<file path="config.mk">
export PLATFORM = sky130hd
export DESIGN_NAME = ppi_prom_prog
export DESIGN_NICKNAME = d
export VERILOG_FILES = /design/src/ppi_pkg.sv /design/src/ppi_page_buf.sv /design/src/ppi_prom_prog.sv
export VERILOG_INCLUDE_DIRS = /design/src
export SDC_FILE = /design/constraint.sdc
export NUM_CORES = 1
export LEC_CHECK = 0
export BUFFER_PORTS_ARGS = -buffer_cell sky130_fd_sc_hd__buf_2
export CAP_MARGIN = 0
export CORE_ASPECT_RATIO = 1.5
export CORE_UTILIZATION = 63
export DETAILED_ROUTE_END_ITERATION = 10
export PLACE_DENSITY = 0.83
export SYNTH_ARGS = -nofsm -noshare
export SYNTH_HDL_FRONTEND = slang
export SYNTH_SLANG_ARGS = --single-unit
</file>
<file path="constraint.sdc">
create_clock -name clk -period 7.65 [get_ports clk]
set_input_delay 1.53 -clock clk [delete_from_list [all_inputs] [get_ports clk]]
set_output_delay 1.53 -clock clk [all_outputs]
set_load 0.01 [all_outputs]
</file>
<file path="src/ppi_params.svh">
// timing counts, address limits and field values for the prom programmer
`ifndef PPI_PARAMS_SVH
`define PPI_PARAMS_SVH

// ----------------------------------------------------------------
// timing
// ----------------------------------------------------------------
`define PPI_CLK_MHZ     50
`define PPI_PULSE_US    100
`define PPI_PULSE_CYC   (`PPI_PULSE_US * `PPI_CLK_MHZ)
`define PPI_SETUP_NS    1000
`define PPI_SETUP_CYC   ((`PPI_SETUP_NS * `PPI_CLK_MHZ + 999) / 1000)
`define PPI_ACCESS_NS   500
`define PPI_ACCESS_CYC  ((`PPI_ACCESS_NS * `PPI_CLK_MHZ + 999) / 1000)

// ----------------------------------------------------------------
// limits and values
// ----------------------------------------------------------------
`define PPI_MAX_TRIES   4'ha
`define PPI_ADDR_LAST   17'h0_efff
`define PPI_ERASED      8'hff
`define PPI_LAST_IDX    2'h3
`define PPI_ADDR_W      17
`define PPI_DATA_W      8

`endif

</file>
<file path="src/ppi_pkg.sv">
// types shared by the prom programmer and its page buffer
package ppi_pkg;

  // one-hot sequencer states
  typedef enum logic [5:0] {
    PPI_ST_IDLE   = 6'h01,
    PPI_ST_SETUP  = 6'h02,
    PPI_ST_LATCH  = 6'h04,
    PPI_ST_PULSE  = 6'h08,
    PPI_ST_GAP    = 6'h10,
    PPI_ST_VERIFY = 6'h20
  } ppi_st_t;

  // user commands
  typedef enum logic [1:0] {
    PPI_OP_READ = 2'h0,
    PPI_OP_BYTE = 2'h1,
    PPI_OP_PAGE = 2'h2,
    PPI_OP_NONE = 2'h3
  } ppi_op_t;

  // page buffer state: four address/data words and a read register
  typedef struct packed {
    logic [3:0][24:0] words;
    logic [24:0]      q;
  } ppi_buf_t;

  // controller state
  typedef struct packed {
    ppi_st_t     state;
    ppi_op_t     op;
    logic [15:0] cnt;
    logic [1:0]  idx;
    logic [3:0]  tries;
    logic        mism;
    logic [16:0] addr;
    logic [7:0]  wdata;
    logic [7:0]  sync1;
    logic [7:0]  sync2;
    logic        prom_reset_n;
    logic        vpp_high;
    logic        ce_n;
    logic        oe_n;
    logic        pgm_n;
    logic [16:0] pa;
    logic [7:0]  pd;
    logic        pd_oe_n;
    logic        busy;
    logic        done;
    logic        fail;
    logic [7:0]  rd_data;
    logic        blank;
  } ppi_state_t;

endpackage

</file>
<file path="src/ppi_page_buf.sv">
// four-entry page buffer holding address/data pairs for a page write
`timescale 1ns/10ps
`include "ppi_params.svh"

module ppi_page_buf
  import ppi_pkg::*;
(
  input  wire logic        clk,
  input  wire logic        wr_en,
  input  wire logic [1:0]  wr_idx,
  input  wire logic [24:0] wr_word,
  input  wire logic [1:0]  rd_idx,
  output logic      [24:0] rd_word
);

  ppi_buf_t b_r;
  ppi_buf_t b_nxt;

  // ----------------------------------------------------------------
  // next state: write port and registered read
  // ----------------------------------------------------------------
  always_comb begin
    b_nxt = b_r;
    if (wr_en) begin
      b_nxt.words[wr_idx] = wr_word;
    end
    b_nxt.q = b_r.words[rd_idx];
  end

  // no reset: contents are always written before a page command
  always_ff @(posedge clk) begin
    b_r <= b_nxt;
  end

  assign rd_word = b_r.q;

endmodule

</file>
<file path="src/ppi_prom_prog.sv">
// controller that drives the prom programming pins: read, byte and page write
`timescale 1ns/10ps
`include "ppi_params.svh"

module ppi_prom_prog
  import ppi_pkg::*;
#(
  parameter int unsigned PULSE_CYC = `PPI_PULSE_CYC
)(
  input  wire logic        clk,
  input  wire logic        rst,
  input  wire logic        cmd_valid,
  input  wire logic [1:0]  cmd_op,
  input  wire logic [16:0] cmd_addr,
  input  wire logic [7:0]  cmd_data,
  input  wire logic        pg_wr_en,
  input  wire logic [1:0]  pg_wr_idx,
  input  wire logic [16:0] pg_wr_addr,
  input  wire logic [7:0]  pg_wr_data,
  output logic             busy,
  output logic             done,
  output logic             fail,
  output logic      [7:0]  rd_data,
  output logic             rd_blank,
  output logic             prom_reset_n,
  output logic             vpp_high,
  output logic             prom_enable_n,
  output logic             read_strobe_n,
  output logic             program_pulse_n,
  output logic      [16:0] prog_address,
  output logic      [7:0]  prog_data_out,
  output logic             prog_data_oe_n,
  input  wire logic [7:0]  prog_data_in
);
  // ----------------------------------------------------------------
  // constants and helpers
  // ----------------------------------------------------------------
  localparam logic [15:0] SETUP_LD  = 16'(`PPI_SETUP_CYC - 1);
  localparam logic [15:0] ACCESS_LD = 16'(`PPI_ACCESS_CYC - 1);
  localparam logic [15:0] PULSE_LD  = 16'(PULSE_CYC - 1);
  // reset value: standby, device not yet in programming mode
  localparam ppi_state_t S_RST = '{
    state: PPI_ST_IDLE, op: PPI_OP_READ, cnt: 16'h0000, idx: 2'h0,
    tries: 4'h0, mism: 1'b0, addr: 17'h0_0000, wdata: 8'h00,
    sync1: 8'h00, sync2: 8'h00, prom_reset_n: 1'b1, vpp_high: 1'b0,
    ce_n: 1'b1, oe_n: 1'b1, pgm_n: 1'b1, pa: 17'h0_0000, pd: 8'h00,
    pd_oe_n: 1'b1, busy: 1'b0, done: 1'b0, fail: 1'b0, rd_data: 8'h00,
    blank: 1'b0};
  // a write target must lie in the programmable range
  function automatic logic addr_ok(input logic [16:0] a);
    addr_ok = (a <= `PPI_ADDR_LAST);
  endfunction
  ppi_state_t  s_r;
  ppi_state_t  s_nxt;
  logic [24:0] buf_word;
  logic [16:0] buf_addr;
  logic [7:0]  buf_data;
  assign buf_addr = buf_word[24:8];
  assign buf_data = buf_word[7:0];

  // ----------------------------------------------------------------
  // page buffer; user writes are ignored while a command runs
  // ----------------------------------------------------------------
  ppi_page_buf u_buf (
    .clk     (clk),
    .wr_en   (pg_wr_en & ~s_r.busy),
    .wr_idx  (pg_wr_idx),
    .wr_word ({pg_wr_addr, pg_wr_data}),
    .rd_idx  (s_r.idx),
    .rd_word (buf_word)
  );

  // ----------------------------------------------------------------
  // sequencer
  // ----------------------------------------------------------------
  always_comb begin
    logic       fin;
    logic       mism_now;
    logic [7:0] expect_d;
    fin      = 1'b0;
    mism_now = 1'b0;
    expect_d = (s_r.op == PPI_OP_PAGE) ? buf_data : s_r.wdata;
    s_nxt       = s_r;
    s_nxt.done  = 1'b0;
    // data pins pass two flops; only the second is compared
    s_nxt.sync1 = prog_data_in;
    s_nxt.sync2 = s_r.sync1;
    s_nxt.cnt   = (s_r.cnt != 16'h0000) ? s_r.cnt - 16'h0001 : 16'h0000;
    case (s_r.state)
      PPI_ST_IDLE: begin
        if (cmd_valid) begin
          s_nxt.busy         = 1'b1;
          s_nxt.fail         = 1'b0;
          s_nxt.op           = ppi_op_t'(cmd_op);
          s_nxt.addr         = cmd_addr;
          s_nxt.wdata        = cmd_data;
          s_nxt.tries        = 4'h0;
          s_nxt.prom_reset_n = 1'b0;
          s_nxt.vpp_high     = (cmd_op != PPI_OP_READ);
          s_nxt.pa           = cmd_addr;
          s_nxt.cnt          = SETUP_LD;
          s_nxt.state        = PPI_ST_SETUP;
          if (cmd_op == PPI_OP_NONE || (cmd_op == PPI_OP_BYTE && !addr_ok(cmd_addr))) begin
            s_nxt.fail = 1'b1;
            fin        = 1'b1;
          end
        end
      end
      PPI_ST_SETUP: begin
        // supply and address settle with every strobe inactive
        s_nxt.ce_n    = 1'b1;
        s_nxt.oe_n    = 1'b1;
        s_nxt.pgm_n   = 1'b1;
        s_nxt.pd_oe_n = 1'b1;
        s_nxt.idx     = 2'h0;
        s_nxt.mism    = 1'b0;
        if (s_r.cnt == 16'h0000) begin
          case (s_r.op)
            PPI_OP_READ: begin
              s_nxt.ce_n  = 1'b0;
              s_nxt.oe_n  = 1'b0;
              s_nxt.cnt   = ACCESS_LD;
              s_nxt.state = PPI_ST_VERIFY;
            end
            PPI_OP_BYTE: begin
              s_nxt.ce_n    = 1'b0;
              s_nxt.pgm_n   = 1'b0;
              s_nxt.pd      = s_r.wdata;
              s_nxt.pd_oe_n = 1'b0;
              s_nxt.pa      = s_r.addr;
              s_nxt.cnt     = PULSE_LD;
              s_nxt.state   = PPI_ST_PULSE;
            end
            default: begin
              s_nxt.oe_n    = 1'b0;
              s_nxt.pd_oe_n = 1'b0;
              s_nxt.cnt     = SETUP_LD;
              s_nxt.state   = PPI_ST_LATCH;
            end
          endcase
        end
      end
      PPI_ST_LATCH: begin
        // buffer read lags one cycle; the hold time covers it
        s_nxt.pa = buf_addr;
        s_nxt.pd = buf_data;
        if (s_r.cnt == 16'h0000) begin
          if (!addr_ok(buf_addr)) begin
            s_nxt.fail = 1'b1;
            fin        = 1'b1;
          end else if (s_r.idx == `PPI_LAST_IDX) begin
            s_nxt.oe_n    = 1'b1;
            s_nxt.pgm_n   = 1'b0;
            s_nxt.pd_oe_n = 1'b1;
            s_nxt.cnt     = PULSE_LD;
            s_nxt.state   = PPI_ST_PULSE;
          end else begin
            s_nxt.idx = s_r.idx + 2'h1;
            s_nxt.cnt = SETUP_LD;
          end
        end
      end
      PPI_ST_PULSE: begin
        if (s_r.cnt == 16'h0000) begin
          s_nxt.pgm_n   = 1'b1;
          s_nxt.pd_oe_n = 1'b1;
          s_nxt.cnt     = SETUP_LD;
          s_nxt.state   = PPI_ST_GAP;
        end
      end
      PPI_ST_GAP: begin
        if (s_r.cnt == 16'h0000) begin
          s_nxt.ce_n  = 1'b0;
          s_nxt.oe_n  = 1'b0;
          s_nxt.idx   = 2'h0;
          s_nxt.cnt   = ACCESS_LD;
          s_nxt.state = PPI_ST_VERIFY;
        end
      end
      PPI_ST_VERIFY: begin
        if (s_r.op == PPI_OP_PAGE) begin
          s_nxt.pa = buf_addr;
        end
        if (s_r.cnt == 16'h0000) begin
          mism_now = s_r.mism | (s_r.sync2 != expect_d);
          if (s_r.op == PPI_OP_READ) begin
            s_nxt.rd_data = s_r.sync2;
            s_nxt.blank   = (s_r.sync2 == `PPI_ERASED);
            fin           = 1'b1;
          end else if (s_r.op == PPI_OP_PAGE && s_r.idx != `PPI_LAST_IDX) begin
            s_nxt.idx  = s_r.idx + 2'h1;
            s_nxt.mism = mism_now;
            s_nxt.cnt  = ACCESS_LD;
          end else if (!mism_now) begin
            fin = 1'b1;
          end else if (s_r.tries == `PPI_MAX_TRIES - 4'h1) begin
            s_nxt.fail = 1'b1;
            fin        = 1'b1;
          end else begin
            // write again: setup drops the strobes and repeats the pulse
            s_nxt.tries = s_r.tries + 4'h1;
            s_nxt.ce_n  = 1'b1;
            s_nxt.oe_n  = 1'b1;
            s_nxt.cnt   = SETUP_LD;
            s_nxt.state = PPI_ST_SETUP;
          end
        end
      end
      default: begin
        fin = 1'b1;
      end
    endcase
    // finishing returns the device to standby, reset still low
    if (fin) begin
      s_nxt.ce_n     = 1'b1;
      s_nxt.oe_n     = 1'b1;
      s_nxt.pgm_n    = 1'b1;
      s_nxt.pd_oe_n  = 1'b1;
      s_nxt.vpp_high = 1'b0;
      s_nxt.busy     = 1'b0;
      s_nxt.done     = 1'b1;
      s_nxt.state    = PPI_ST_IDLE;
    end
  end
  always_ff @(posedge clk) begin
    if (rst) begin
      s_r <= S_RST;
    end else begin
      s_r <= s_nxt;
    end
  end

  // ----------------------------------------------------------------
  // outputs, all straight from the state register
  // ----------------------------------------------------------------
  assign busy            = s_r.busy;
  assign done            = s_r.done;
  assign fail            = s_r.fail;
  assign rd_data         = s_r.rd_data;
  assign rd_blank        = s_r.blank;
  assign prom_reset_n    = s_r.prom_reset_n;
  assign vpp_high        = s_r.vpp_high;
  assign prom_enable_n   = s_r.ce_n;
  assign read_strobe_n   = s_r.oe_n;
  assign program_pulse_n = s_r.pgm_n;
  assign prog_address    = s_r.pa;
  assign prog_data_out   = s_r.pd;
  assign prog_data_oe_n  = s_r.pd_oe_n;

  // ----------------------------------------------------------------
  // checks
  // ----------------------------------------------------------------
  logic [15:0] pulse_len_r;
  // counts the cycles of the current program pulse
  always_ff @(posedge clk) begin
    if (rst) begin
      pulse_len_r <= 16'h0000;
    end else begin
      pulse_len_r <= s_r.pgm_n ? 16'h0000 : pulse_len_r + 16'h0001;
    end
  end
endmodule

</file>
==> out/results.tsv, run 1 <==
stage	metric	value	unit
sta	Max-slew headroom	22.80	%
cts	Worst-path clk slew	0.07	ns
setup_path	CP peak stage delay	0.94	ns
grt	initial antenna violation count	1	
floorplanning	starting density of the core	64.45	%
grt	largest net degree at the start of global routing	95	
setup_path	Crit-path slowest cell	nand3_1	
sta	worst-margin pin slew	1.155	ns
drt	final wirelength	21230	µm
setup_path	Worst Setup Start Kind	register	
floorplanning	area of the die	16000	µm²
placed_design	post-DP HPWL	14260	µm
drt	routed vias	6895	
synth	Synth Instances	882	
floorplanning	die height	154.4	µm
layout	area delta synth->final	11.90	%
sta	Final setup viols	0	
drt	ANT nets after route	0	
synth	syn_nets	952	
grt	first-pass GRT wire length	33920	µm
placed_design	gpl congestion	1.008	
synth	Yosys reg bits	240	
floorplanning	die width	103.6	µm
synth	post-synth top area cell	edfxtp_1	
cts	H-tree depth	1	
sta	fin crit period	3.320	ns
pwr	Pwr Density	331.9	nW/µm²
cts	root buffer cell	clkbuf_16	
synth	Syn Std Cell Area	9758	µm²
drt	routed vias/inst	5.929	
hold_path	worst hold path class	register to register	
setup_path	cell breakdown of the critical path	nor2_1 > nand3_1 > and4_1 > o211ai_2 > inv_1 > and3_1 > a211oi_1	
run	total of max-cap violations	0	
placed_design	port buffer count	108	
setup_path	Worst Setup End Kind	register	
setup_path	Req. time, crit path	8.05	ns
pwr	Comb pwr share	26.2	%
sta	crit share post-route	43.40	%
setup_path	Worst Setup Path Type	register to register	
drt	routed length per placed instance	18.25	µm
cts	CTS resizes	0	
grt	vias in the first global route	6792	
pwr	Pwr Total	0.003624	W
cts	CTS sink count	240	
cts	CTS tree	yes	
sta	Clock Skew	0.01719	ns
drt	1st-iter DRT viols	476	
floorplanning	# IOs	109	
pwr	P_int	0.002461	W
drt	DRC	0	
synth	Yosys cell types	57	
cts	Setup Buffers After CTS	0	
pwr	clock power share	29.6	%
floorplanning	FP Rows	55	
sta	Hold Fails Final Rpt	0	
grt	GRT Overall Usage	26.81	%
layout	area of the multi-input gates	3472	µm²
sta	RSZ-0062 raised after global routing	no	
synth	Synth area leaders	edfxtp_1, dfxtp_1, mux4_2	
synth	Synth Flop Type	dfxtp_1	
sta	max-slew violations	0	
layout	Non-Filler Instances	1163	
synth	syn_area_per_cell	11.06	µm²
setup_path	Crit path arrival time	3.72	ns
cts	clock latency at the later pin of the worst-skew pair	0.50	ns
cts	CTS Buffer Depth	3	
floorplanning	Placeable Area	15140	µm²
sta	hold slack	0.4361	ns
layout	share of post-route cells with drive strength above 1	20.77	%
cts	Num CTS Buffers	23	
pwr	maximum vdd ir drop	0.0002492	V
pwr	switching power	0.001163	W
setup_path	cell family with the largest share of critical-path delay	simple AND/OR/NAND/NOR gates	
synth	post-synthesis sequential area ratio	59.49	%
pwr	P_leak	4.097	nW
layout	FF+latch area	5807	µm²
outcome	status	completed	
sta	max frequency	0.3012	GHz
setup_path	CP Max Fanout	27	
synth	Synth top area share	30.77	%
synth	synth warn	0	
synth	EDFF count, synth	100	
drt	DR pass1 iterations	6	
layout	Final #Nets	1018	
grt	Remaining Overflow, GRT	0	
placed_design	placed cells	1122	
sta	setup TNS	0	ns
setup_path	CP bufs+invs	1	
cts	CTS Hold Bufs	0	
layout	FILL cells	1084	
pwr	sw frac	32.08	%
pwr	Seq pwr share	44.2	%
synth	asr flop ratio synth	0	%
registers in the layout (all words and copies together), names as in the netlist, 8 cells and up:
name,flops
u_buf.rd_word,25
s_nxt,8
s_r,64
prog_address,17
u_buf.b_r,100
rd_data,8
prog_data_out,8
Yosys cell counts (15+ instances only):
library cell    n
o21ai_0        20
edfxtp_1      100
dfxtp_1       140
clkbuf_1       30
a211oi_1       24
nor2b_1        26
mux4_2         25
buf_4          37
nand2_1       116
a21oi_1        87
xnor2_1        15
nand3_1        17
nor2_1         90
power groups by stage:
stage / Combinational, W / Clock (W) / Sequential (W)
floorplan: 0.000760 / 0 / 0.00159
CTS: 0.000942 / 0.00109 / 0.00160
finish: 0.000950 / 0.00107 / 0.00160
global route: 0.00105 / 0.00114 / 0.00162
detailed placement: 0.000932 / 0 / 0.00163
global placement: 0.000915 / 0 / 0.00162
layout by cell type (no fill, tap or decap), types with 20 or more instances in the layout:
cell type,n
a211oi_1,24
a21oi_1,87
buf_2,108
clkbuf_16,23
dfxtp_1,139
edfxtp_1,100
mux4_2,25
nand2_1,116
nor2_1,86
nor2b_1,26
o21ai_0,20
final timing paths:
path	endpoint	cells after the start	from	slack, ns
hold / removal	s_r[46]$_SDFF_PP0_	1	s_nxt[46]$_SDFF_PP0_	0.44
setup / recovery	s_r[114]$_SDFFE_PP0P_	7	s_r[109]$_SDFFE_PP1P_	4.33
hold reg to reg	s_r[46]$_SDFF_PP0_	1	s_nxt[46]$_SDFF_PP0_	0.44
setup reg to reg	s_r[114]$_SDFFE_PP0P_	7	s_r[109]$_SDFFE_PP1P_	4.33
worst register-to-register path, stage by stage, from the launching register on:
cell and delay (ns):
dfxtp_1 0.40, nor2_1 0.44, nand3_1 0.94, and4_1 0.52, o211ai_2 0.36, inv_1 0.14, and3_1 0.21, a211oi_1 0.21
through the flow:
stage	instance area, µm²	utilization (%)	worst slack [ns]
final	10920	72.12	4.330
after global routing	10920	72.11	4.136
after CTS	10920	72.11	4.444
after detailed placement	10210	67.45	4.309
after global placement	10210	67.45	4.355
after floorplan	9758	-	3.563
layer usage:
metal | track usage (%) | wire length, µm | vias to the layer above
met2 | 46.69 | 10990 | 268
li1 | - | - | 3284
met3 | 4.425 | 1250 | 61
met4 | 12.01 | 726 | 0
met1 | 32.85 | 8256 | 3282
met5 | 0 | 0 | -
logic make-up after synthesis:
family / after synthesis / synth area share (%)
simple gates: 306 / 14.39
flops: 240 / 59.49
compound gates: 190 / 12.50
buf+inv: 93 / 5.129
mux: 29 / 6.180
xor+xnor: 20 / 1.795
fa+ha+maj: 4 / 0.5129
final cells by class:
class                      instances  share of cell area (%)
antenna                            1                 0.02292
clock buffer                      24                   5.305
clock inverter                    16                   1.157
inverter                          14                  0.4813
multi-input combinational        549                   31.80
sequential                       240                   53.18
tap                              199                   2.280
timing repair buffer             120                   5.775
(Power assumes the default switching activity.)
==> inputs of run 2 (changes only) <==
--- a/config.mk
+++ b/config.mk
@@ -6,12 +6,13 @@
 export SDC_FILE = /design/constraint.sdc
 export NUM_CORES = 1
 export LEC_CHECK = 0
+export ABC_AREA = 1
 export BUFFER_PORTS_ARGS = -buffer_cell sky130_fd_sc_hd__buf_2
 export CAP_MARGIN = 0
 export CORE_ASPECT_RATIO = 1.5
-export CORE_UTILIZATION = 63
+export CORE_UTILIZATION = 53
 export DETAILED_ROUTE_END_ITERATION = 10
-export PLACE_DENSITY = 0.83
+export PLACE_DENSITY = 0.74
 export SYNTH_ARGS = -nofsm -noshare
 export SYNTH_HDL_FRONTEND = slang
 export SYNTH_SLANG_ARGS = --single-unit
==> constraint.sdc (replaced) <==
create_clock -name clk -period 3 [get_ports clk]
set_input_delay 0.6 -clock clk [delete_from_list [all_inputs] [get_ports clk]]
set_output_delay 0.6 -clock clk [all_outputs]
set_load 0.01 [all_outputs]
==> out/results.tsv, run 2 <==
stage	metric	value	unit	change
synth	Yosys cell types	49		was 57
drt	1st-iter DRT viols	574		was 476
cts	H-tree depth	1		unchanged
synth	synth warn	0		unchanged
cts	Setup Buffers After CTS	0		unchanged
placed_design	dpl cell area	10690	µm²	was 10210 µm²
synth	EDFF count, synth	100		unchanged
drt	routed length per placed instance	16.64	µm	was 18.25 µm
setup_path	Worst Setup End Kind	register		unchanged
grt	GRT Overall Usage	25.19	%	was 26.81%
sta	Clock Skew	0.01117	ns	was 0.01719 ns
synth	post-synth top area cell	edfxtp_1		unchanged
pwr	maximum vdd ir drop	0.0004945	V	was 0.0002492 V
pwr	P_leak	4.750	nW	was 4.097 nW
drt	routed vias/inst	5.431		was 5.929
setup_path	Crit path arrival time	3.21	ns	was 3.72 ns
setup_path	Req. time, crit path	3.42	ns	was 8.05 ns
layout	Top reg by flops	u_buf.b_r		unchanged
setup_path	CP peak stage delay	0.95	ns	was 0.94 ns
drt	final wirelength	24310	µm	was 21230 µm
floorplanning	# IOs	109		unchanged
synth	Syn Std Cell Area	10110	µm²	was 9758 µm²
placed_design	port buffer count	108		unchanged
grt	largest net degree at the start of global routing	52		was 95
placed_design	gpl congestion	0.9825		was 1.008
cts	Num CTS Buffers	22		was 23
synth	Synth Flop Type	dfxtp_1		unchanged
cts	Worst-path clk slew	0.06	ns	was 0.07 ns
synth	Synth top cells by count	nor2_1, dfxtp_1, nand2_1		was dfxtp_1, nand2_1, edfxtp_1
synth	post-synthesis sequential area ratio	57.44	%	was 59.49%
synth	Synth Instances	1118		was 882
cts	CTS Buffer Depth	3		unchanged
sta	crit share post-route	92.79	%	was 43.40%
grt	initial antenna violation count	0		was 1
sta	Max-slew headroom	24.87	%	was 22.80%
floorplanning	area of the die	19640	µm²	was 16000 µm²
floorplanning	die width	114.8	µm	was 103.6 µm
sta	RSZ-0062 raised after global routing	no		unchanged
sta	worst-margin pin slew	1.121	ns	was 1.155 ns
sta	fin crit period	2.784	ns	was 3.320 ns
outcome	status	completed		unchanged
drt	DRC	0		unchanged
setup_path	cell breakdown of the critical path	inv_1 > ha_1 > nand3_2 > nor2_2 > nand2_4 > nand2_2 > o21ai_1 > nor3_2 > o21ai_0 > a41oi_1		was nor2_1 > nand3_1 > and4_1 > o211ai_2 > inv_1 > and3_1 > a211oi_1
floorplanning	FP Rows	61		was 55
cts	CTS tree	yes		unchanged
layout	final instance area	11440	µm²	was 10920 µm²
setup_path	CP Max Fanout	17		was 27
placed_design	post-DP HPWL	17130	µm	was 14260 µm
drt	ANT nets after route	0		unchanged
synth	Synth area leaders	edfxtp_1, dfxtp_1, nor2_1		was edfxtp_1, dfxtp_1, mux4_2
cts	CTS resizes	0		unchanged
layout	antenna cell count	0		was 1
grt	vias in the first global route	7741		was 6792
layout	most frequent cells in the layout	nor2_1, dfxtp_1, nand2_1		was dfxtp_1, nand2_1, buf_2
layout	share of post-route cells with drive strength above 1	17.20	%	was 20.77%
cts	root buffer cell	clkbuf_16		unchanged
run	total of max-cap violations	0		unchanged
floorplanning	Placeable Area	18620	µm²	was 15140 µm²
setup_path	Worst Setup Start Kind	register		unchanged
pwr	Pwr Density	895.0	nW/µm²	was 331.9 nW/µm²
layout	Final #Nets	1263		was 1018
sta	setup TNS	0	ns	unchanged
grt	first-pass GRT wire length	38410	µm	was 33920 µm
setup_path	CP bufs+invs	1		unchanged
setup_path	cell family with the largest share of critical-path delay	simple AND/OR/NAND/NOR gates		unchanged
layout	FILL cells	1656		was 1084
synth	top-count cell post-synth	nor2_1		was dfxtp_1
layout	commonest non-fill, non-tap cell in the layout	nor2_1		was dfxtp_1
synth	asr flop ratio synth	0	%	unchanged
drt	DR pass1 iterations	5		was 6
setup_path	worst reg2reg setup slack	0.22	ns	was 4.33 ns
setup_path	Crit-path slowest cell	nor3_2		was nand3_1
layout	Largest register FFs	100		unchanged
floorplanning	starting density of the core	54.27	%	was 64.45%
synth	syn_area_per_cell	9.040	µm²	was 11.06 µm²
sta	Hold Fails Final Rpt	0		unchanged
synth	Synth top area share	29.71	%	was 30.77%
sta	Final setup viols	0		unchanged
cts	CTS sink count	240		unchanged
grt	Remaining Overflow, GRT	0		unchanged
layout	area delta synth->final	13.18	%	was 11.90%
hold_path	worst hold path class	primary input to register		was register to register
synth	Yosys reg bits	240		unchanged
setup_path	Worst Setup Path Type	register to register		unchanged
cts	clock latency at the later pin of the worst-skew pair	0.50	ns	about the same
sta	max frequency	0.3592	GHz	was 0.3012 GHz
drt	routed vias	7934		was 6895
floorplanning	die height	171.1	µm	was 154.4 µm
sta	max-slew violations	0		unchanged
synth	syn_nets	1188		was 952
[run 2: cell count changes in the layout (fill, tap and decap cells not counted), moves of 21 or more]
cell	before	now
a21oi_1	87	62
mux4_2	25	0
a211oi_1	24	0
nor2b_1	26	0
o22ai_1	3	27
nand3_1	17	64
o21ai_0	20	130
inv_1	14	84
nand2_1	116	137
nor2_1	86	179
[run 2: repair_timing]
action                     4_1_cts  5_1_grt
hold endpoints to repair         0        0
setup endpoints to repair        0        2
hold buffers                     0        0
[run 2: layout make-up]
class | instances | area, µm² | area share [%]
Sequential cell | 240 | 5806 | 50.75
Multi-Input combinational cell | 707 | 3535 | 30.90
Timing Repair Buffer | 129 | 698.2 | 6.103
Clock buffer | 31 | 616.8 | 5.392
Inverter | 93 | 349.1 | 3.052
Tap cell | 252 | 315.3 | 2.756
Clock inverter | 9 | 120.1 | 1.050
[run 2: kinds of logic (layout without fill, tap and decap cells)]
group | after synthesis | in the layout | synth area share [%]
simple gates | 438 | 439 | 19.30
mux | 1 | 1 | 0.09904
fa+ha+maj | 4 | 4 | 0.4952
compound gates | 250 | 250 | 13.65
xor+xnor | 13 | 13 | 1.127
buf+inv | 172 | 262 | 7.886
flops | 240 | 240 | 57.44
[run 2: power breakdown]
group	internal, W	switching [W]
Combinational	0.00102	0.00208
Clock	0.00169	0.00115
Sequential	0.00397	0.000337
Total	0.00668	0.00356
[run 2: worst register-to-register path: cells and delay by family, from the launching register on]
kind	cells	cell delay [ns]
compound gates	3	0.54
fa+ha+maj	1	0.19
buf+inv	1	0.07
flops	1	0.32
simple gates	5	1.60
[run 2: worst paths after layout]
check	startpoint	to	cells past startpoint
max	s_r[91]$_SDFF_PP0_	prog_address[5]$_SDFFE_PP0P_	10
min	prog_data_in[3]	s_nxt[46]$_SDFF_PP0_	3
max reg2reg	s_r[91]$_SDFF_PP0_	prog_address[5]$_SDFFE_PP0P_	10
min reg2reg	s_nxt[46]$_SDFF_PP0_	s_r[46]$_SDFF_PP0_	2
[run 2: through the flow]
step / worst slack, ns / hold slack (ns) / cells / total power [W] / util, %
after floorplan: 0.1386 / 0.3883 / 1118 / 0.006638 / -
after global placement: 0.4648 / 0.3962 / 1420 / 0.007356 / 57.42
after detailed placement: 0.3841 / 0.3962 / 1420 / 0.007392 / 57.42
after CTS: 0.3782 / 0.2925 / 1460 / 0.01023 / 61.37
after global routing: 0.02469 / 0.2951 / 1461 / 0.01088 / 61.43
final: 0.2164 / 0.3001 / 1461 / 0.01024 / 61.43
[run 2: metal layers]
metal / global-route usage [%] / wire (µm) / part of all wire [%]
met5: 0 / 0 / 0
met2: 45.64 / 12460 / 51
met3: 3.507 / 1172 / 4.8
met1: 28.58 / 9521 / 39
met4: 13.04 / 1149 / 4.7
==> inputs of run 3 (changes only) <==
--- a/config.mk
+++ b/config.mk
@@ -12,6 +12,7 @@
 export CORE_ASPECT_RATIO = 1.5
 export CORE_UTILIZATION = 53
 export DETAILED_ROUTE_END_ITERATION = 10
+export MAX_ROUTING_LAYER = met4
 export PLACE_DENSITY = 0.74
 export SYNTH_ARGS = -nofsm -noshare
 export SYNTH_HDL_FRONTEND = slang
==> out/results.tsv, run 3 (same netlist as run 2, synthesis figures left out) <==
stage	metric	value	unit	change
pwr	maximum vdd ir drop	0.0006412	V	was 0.0004945 V
layout	share of post-route cells with drive strength above 1	16.97	%	was 17.20%
setup_path	Crit path arrival time	3.12	ns	was 3.21 ns
hold_path	worst hold path class	primary input to register		unchanged
cts	root buffer cell	clkbuf_16		unchanged
setup_path	CP bufs+invs	1		unchanged
layout	Top reg by flops	u_buf.b_r		unchanged
cts	Worst-path clk slew	0.06	ns	about the same
drt	1st-iter DRT viols	556		was 574
cts	H-tree depth	1		unchanged
drt	routed vias/inst	5.499		was 5.431
setup_path	CP peak stage delay	0.83	ns	was 0.95 ns
layout	Final #Nets	1262		was 1263
sta	Hold Fails Final Rpt	0		unchanged
cts	CTS resizes	0		unchanged
sta	max frequency	0.3717	GHz	was 0.3592 GHz
layout	antenna cell count	0		unchanged
drt	routed vias	8029		was 7934
placed_design	post-DP HPWL	17200	µm	was 17130 µm
layout	area delta synth->final	12.23	%	was 13.18%
drt	final wirelength	24680	µm	was 24310 µm
floorplanning	die width	114.8	µm	unchanged
cts	CTS tree	yes		unchanged
sta	Max-slew headroom	28.81	%	was 24.87%
drt	ANT nets after route	0		unchanged
floorplanning	FP Rows	61		unchanged
pwr	Pwr Density	878.3	nW/µm²	was 895.0 nW/µm²
sta	RSZ-0062 raised after global routing	no		unchanged
layout	FILL cells	1665		was 1656
setup_path	Worst Setup Path Type	register to register		unchanged
floorplanning	area of the die	19640	µm²	unchanged
grt	GRT Overall Usage	26.07	%	was 25.19%
layout	final core utilization	60.91	%	was 61.43%
cts	clock latency at the later pin of the worst-skew pair	0.51	ns	was 0.50 ns
cts	CTS sink count	240		unchanged
sta	fin crit period	2.691	ns	was 2.784 ns
layout	commonest non-fill, non-tap cell in the layout	nor2_1		unchanged
floorplanning	Placeable Area	18620	µm²	unchanged
floorplanning	die height	171.1	µm	unchanged
cts	CTS Buffer Depth	3		unchanged
setup_path	Crit-path slowest cell	nor3_4		was nor3_2
run	total of max-cap violations	0		unchanged
setup_path	Worst Setup End Kind	register		unchanged
setup_path	cell breakdown of the critical path	inv_1 > ha_1 > nand3_2 > nor2_2 > nand2_4 > nand2_2 > o21ai_1 > nor3_4 > o21ai_0 > a41oi_1		was inv_1 > ha_1 > nand3_2 > nor2_2 > nand2_4 > nand2_2 > o21ai_1 > nor3_2 > o21ai_0 > a41oi_1
setup_path	Req. time, crit path	3.42	ns	about the same
sta	worst-margin pin slew	1.064	ns	was 1.121 ns
sta	Final setup viols	0		unchanged
sta	Clock Skew	0.01278	ns	was 0.01117 ns
pwr	P_leak	4.700	nW	was 4.750 nW
placed_design	port buffer count	108		unchanged
placed_design	gpl congestion	1.040		was 0.9825
placed_design	placed cells	1420		unchanged
cts	CTS Hold Bufs	0		unchanged
setup_path	CP Max Fanout	34		was 17
grt	initial antenna violation count	0		unchanged
setup_path	cell family with the largest share of critical-path delay	simple AND/OR/NAND/NOR gates		unchanged
floorplanning	# IOs	109		unchanged
layout	Non-Filler Instances	1460		was 1461
drt	routed length per placed instance	16.90	µm	was 16.64 µm
sta	setup TNS	0	ns	unchanged
drt	DRC	0		unchanged
grt	vias in the first global route	7650		was 7741
floorplanning	starting density of the core	54.27	%	unchanged
cts	Setup Buffers After CTS	0		unchanged
drt	DR pass1 iterations	7		was 5
setup_path	worst reg2reg setup slack	0.31	ns	was 0.22 ns
sta	max-slew violations	0		unchanged
setup_path	Worst Setup Start Kind	register		unchanged
placed_design	pre-CTS setup slack	0.3727	ns	was 0.3841 ns
sta	crit share post-route	89.69	%	was 92.79%
cts	Num CTS Buffers	22		unchanged
grt	Remaining Overflow, GRT	0		unchanged
layout	Largest register FFs	100		unchanged
outcome	status	completed		unchanged
sta	Final WS setup	0.3093	ns	was 0.2164 ns
grt	largest net degree at the start of global routing	52		unchanged
grt	first-pass GRT wire length	38610	µm	was 38410 µm
layout	most frequent cells in the layout	nor2_1, dfxtp_1, nand2_1		unchanged
run 3: layer usage:
layer	global-route usage [%]	wire length, µm
met2	46.48	12870
met1	28.92	9516
met4	11.97	1045
met3	3.153	1247
met5	-	0
run 3: path summary, 6_finish.rpt:
check                       startpoint                           end  cells after the start
setup reg to reg    s_r[91]$_SDFF_PP0_  prog_address[7]$_SDFFE_PP0P_                     10
hold reg to reg   s_nxt[46]$_SDFF_PP0_            s_r[46]$_SDFF_PP0_                      2
hold / removal         prog_data_in[5]          s_nxt[48]$_SDFF_PP0_                      3
setup / recovery    s_r[91]$_SDFF_PP0_  prog_address[7]$_SDFFE_PP0P_                     10
run 3: where the power goes:
group / internal, W / switching (W) / total (W) / leakage, nW
Sequential: 0.00397 / 0.000352 / 0.00432 / 2.07
Combinational: 0.00100 / 0.00207 / 0.00307 / 2.32
Clock: 0.00141 / 0.00116 / 0.00257 / 0.310
run 3: tightest hold or removal path, cell delays in order:
cell,delay (ns)
buf_2,0.07
inv_1,0.03
nor2_1,0.06
run 3: layout make-up:
class                           instances  area (µm²)  share of cell area, %
Clock inverter                          9       45.04                 0.3971
Clock buffer                           31       605.6                  5.339
Inverter                               93       349.1                  3.077
Timing Repair Buffer                  129       698.2                  6.155
Tap cell                              252       315.3                  2.780
Multi-Input combinational cell        706        3525                  31.07
Sequential cell                       240        5806                  51.18
run 3: through the flow:
stage          hold WS, ns  power [W]  area (µm²)
2_1_floorplan       0.3883   0.006638       10110
3_3_place_gp        0.3925   0.007335       10690
3_5_place_dp        0.3979   0.007393       10690
4_1_cts             0.2807   0.009965       11340
5_1_grt             0.2962    0.01052       11340
6_report            0.2841   0.009963       11340
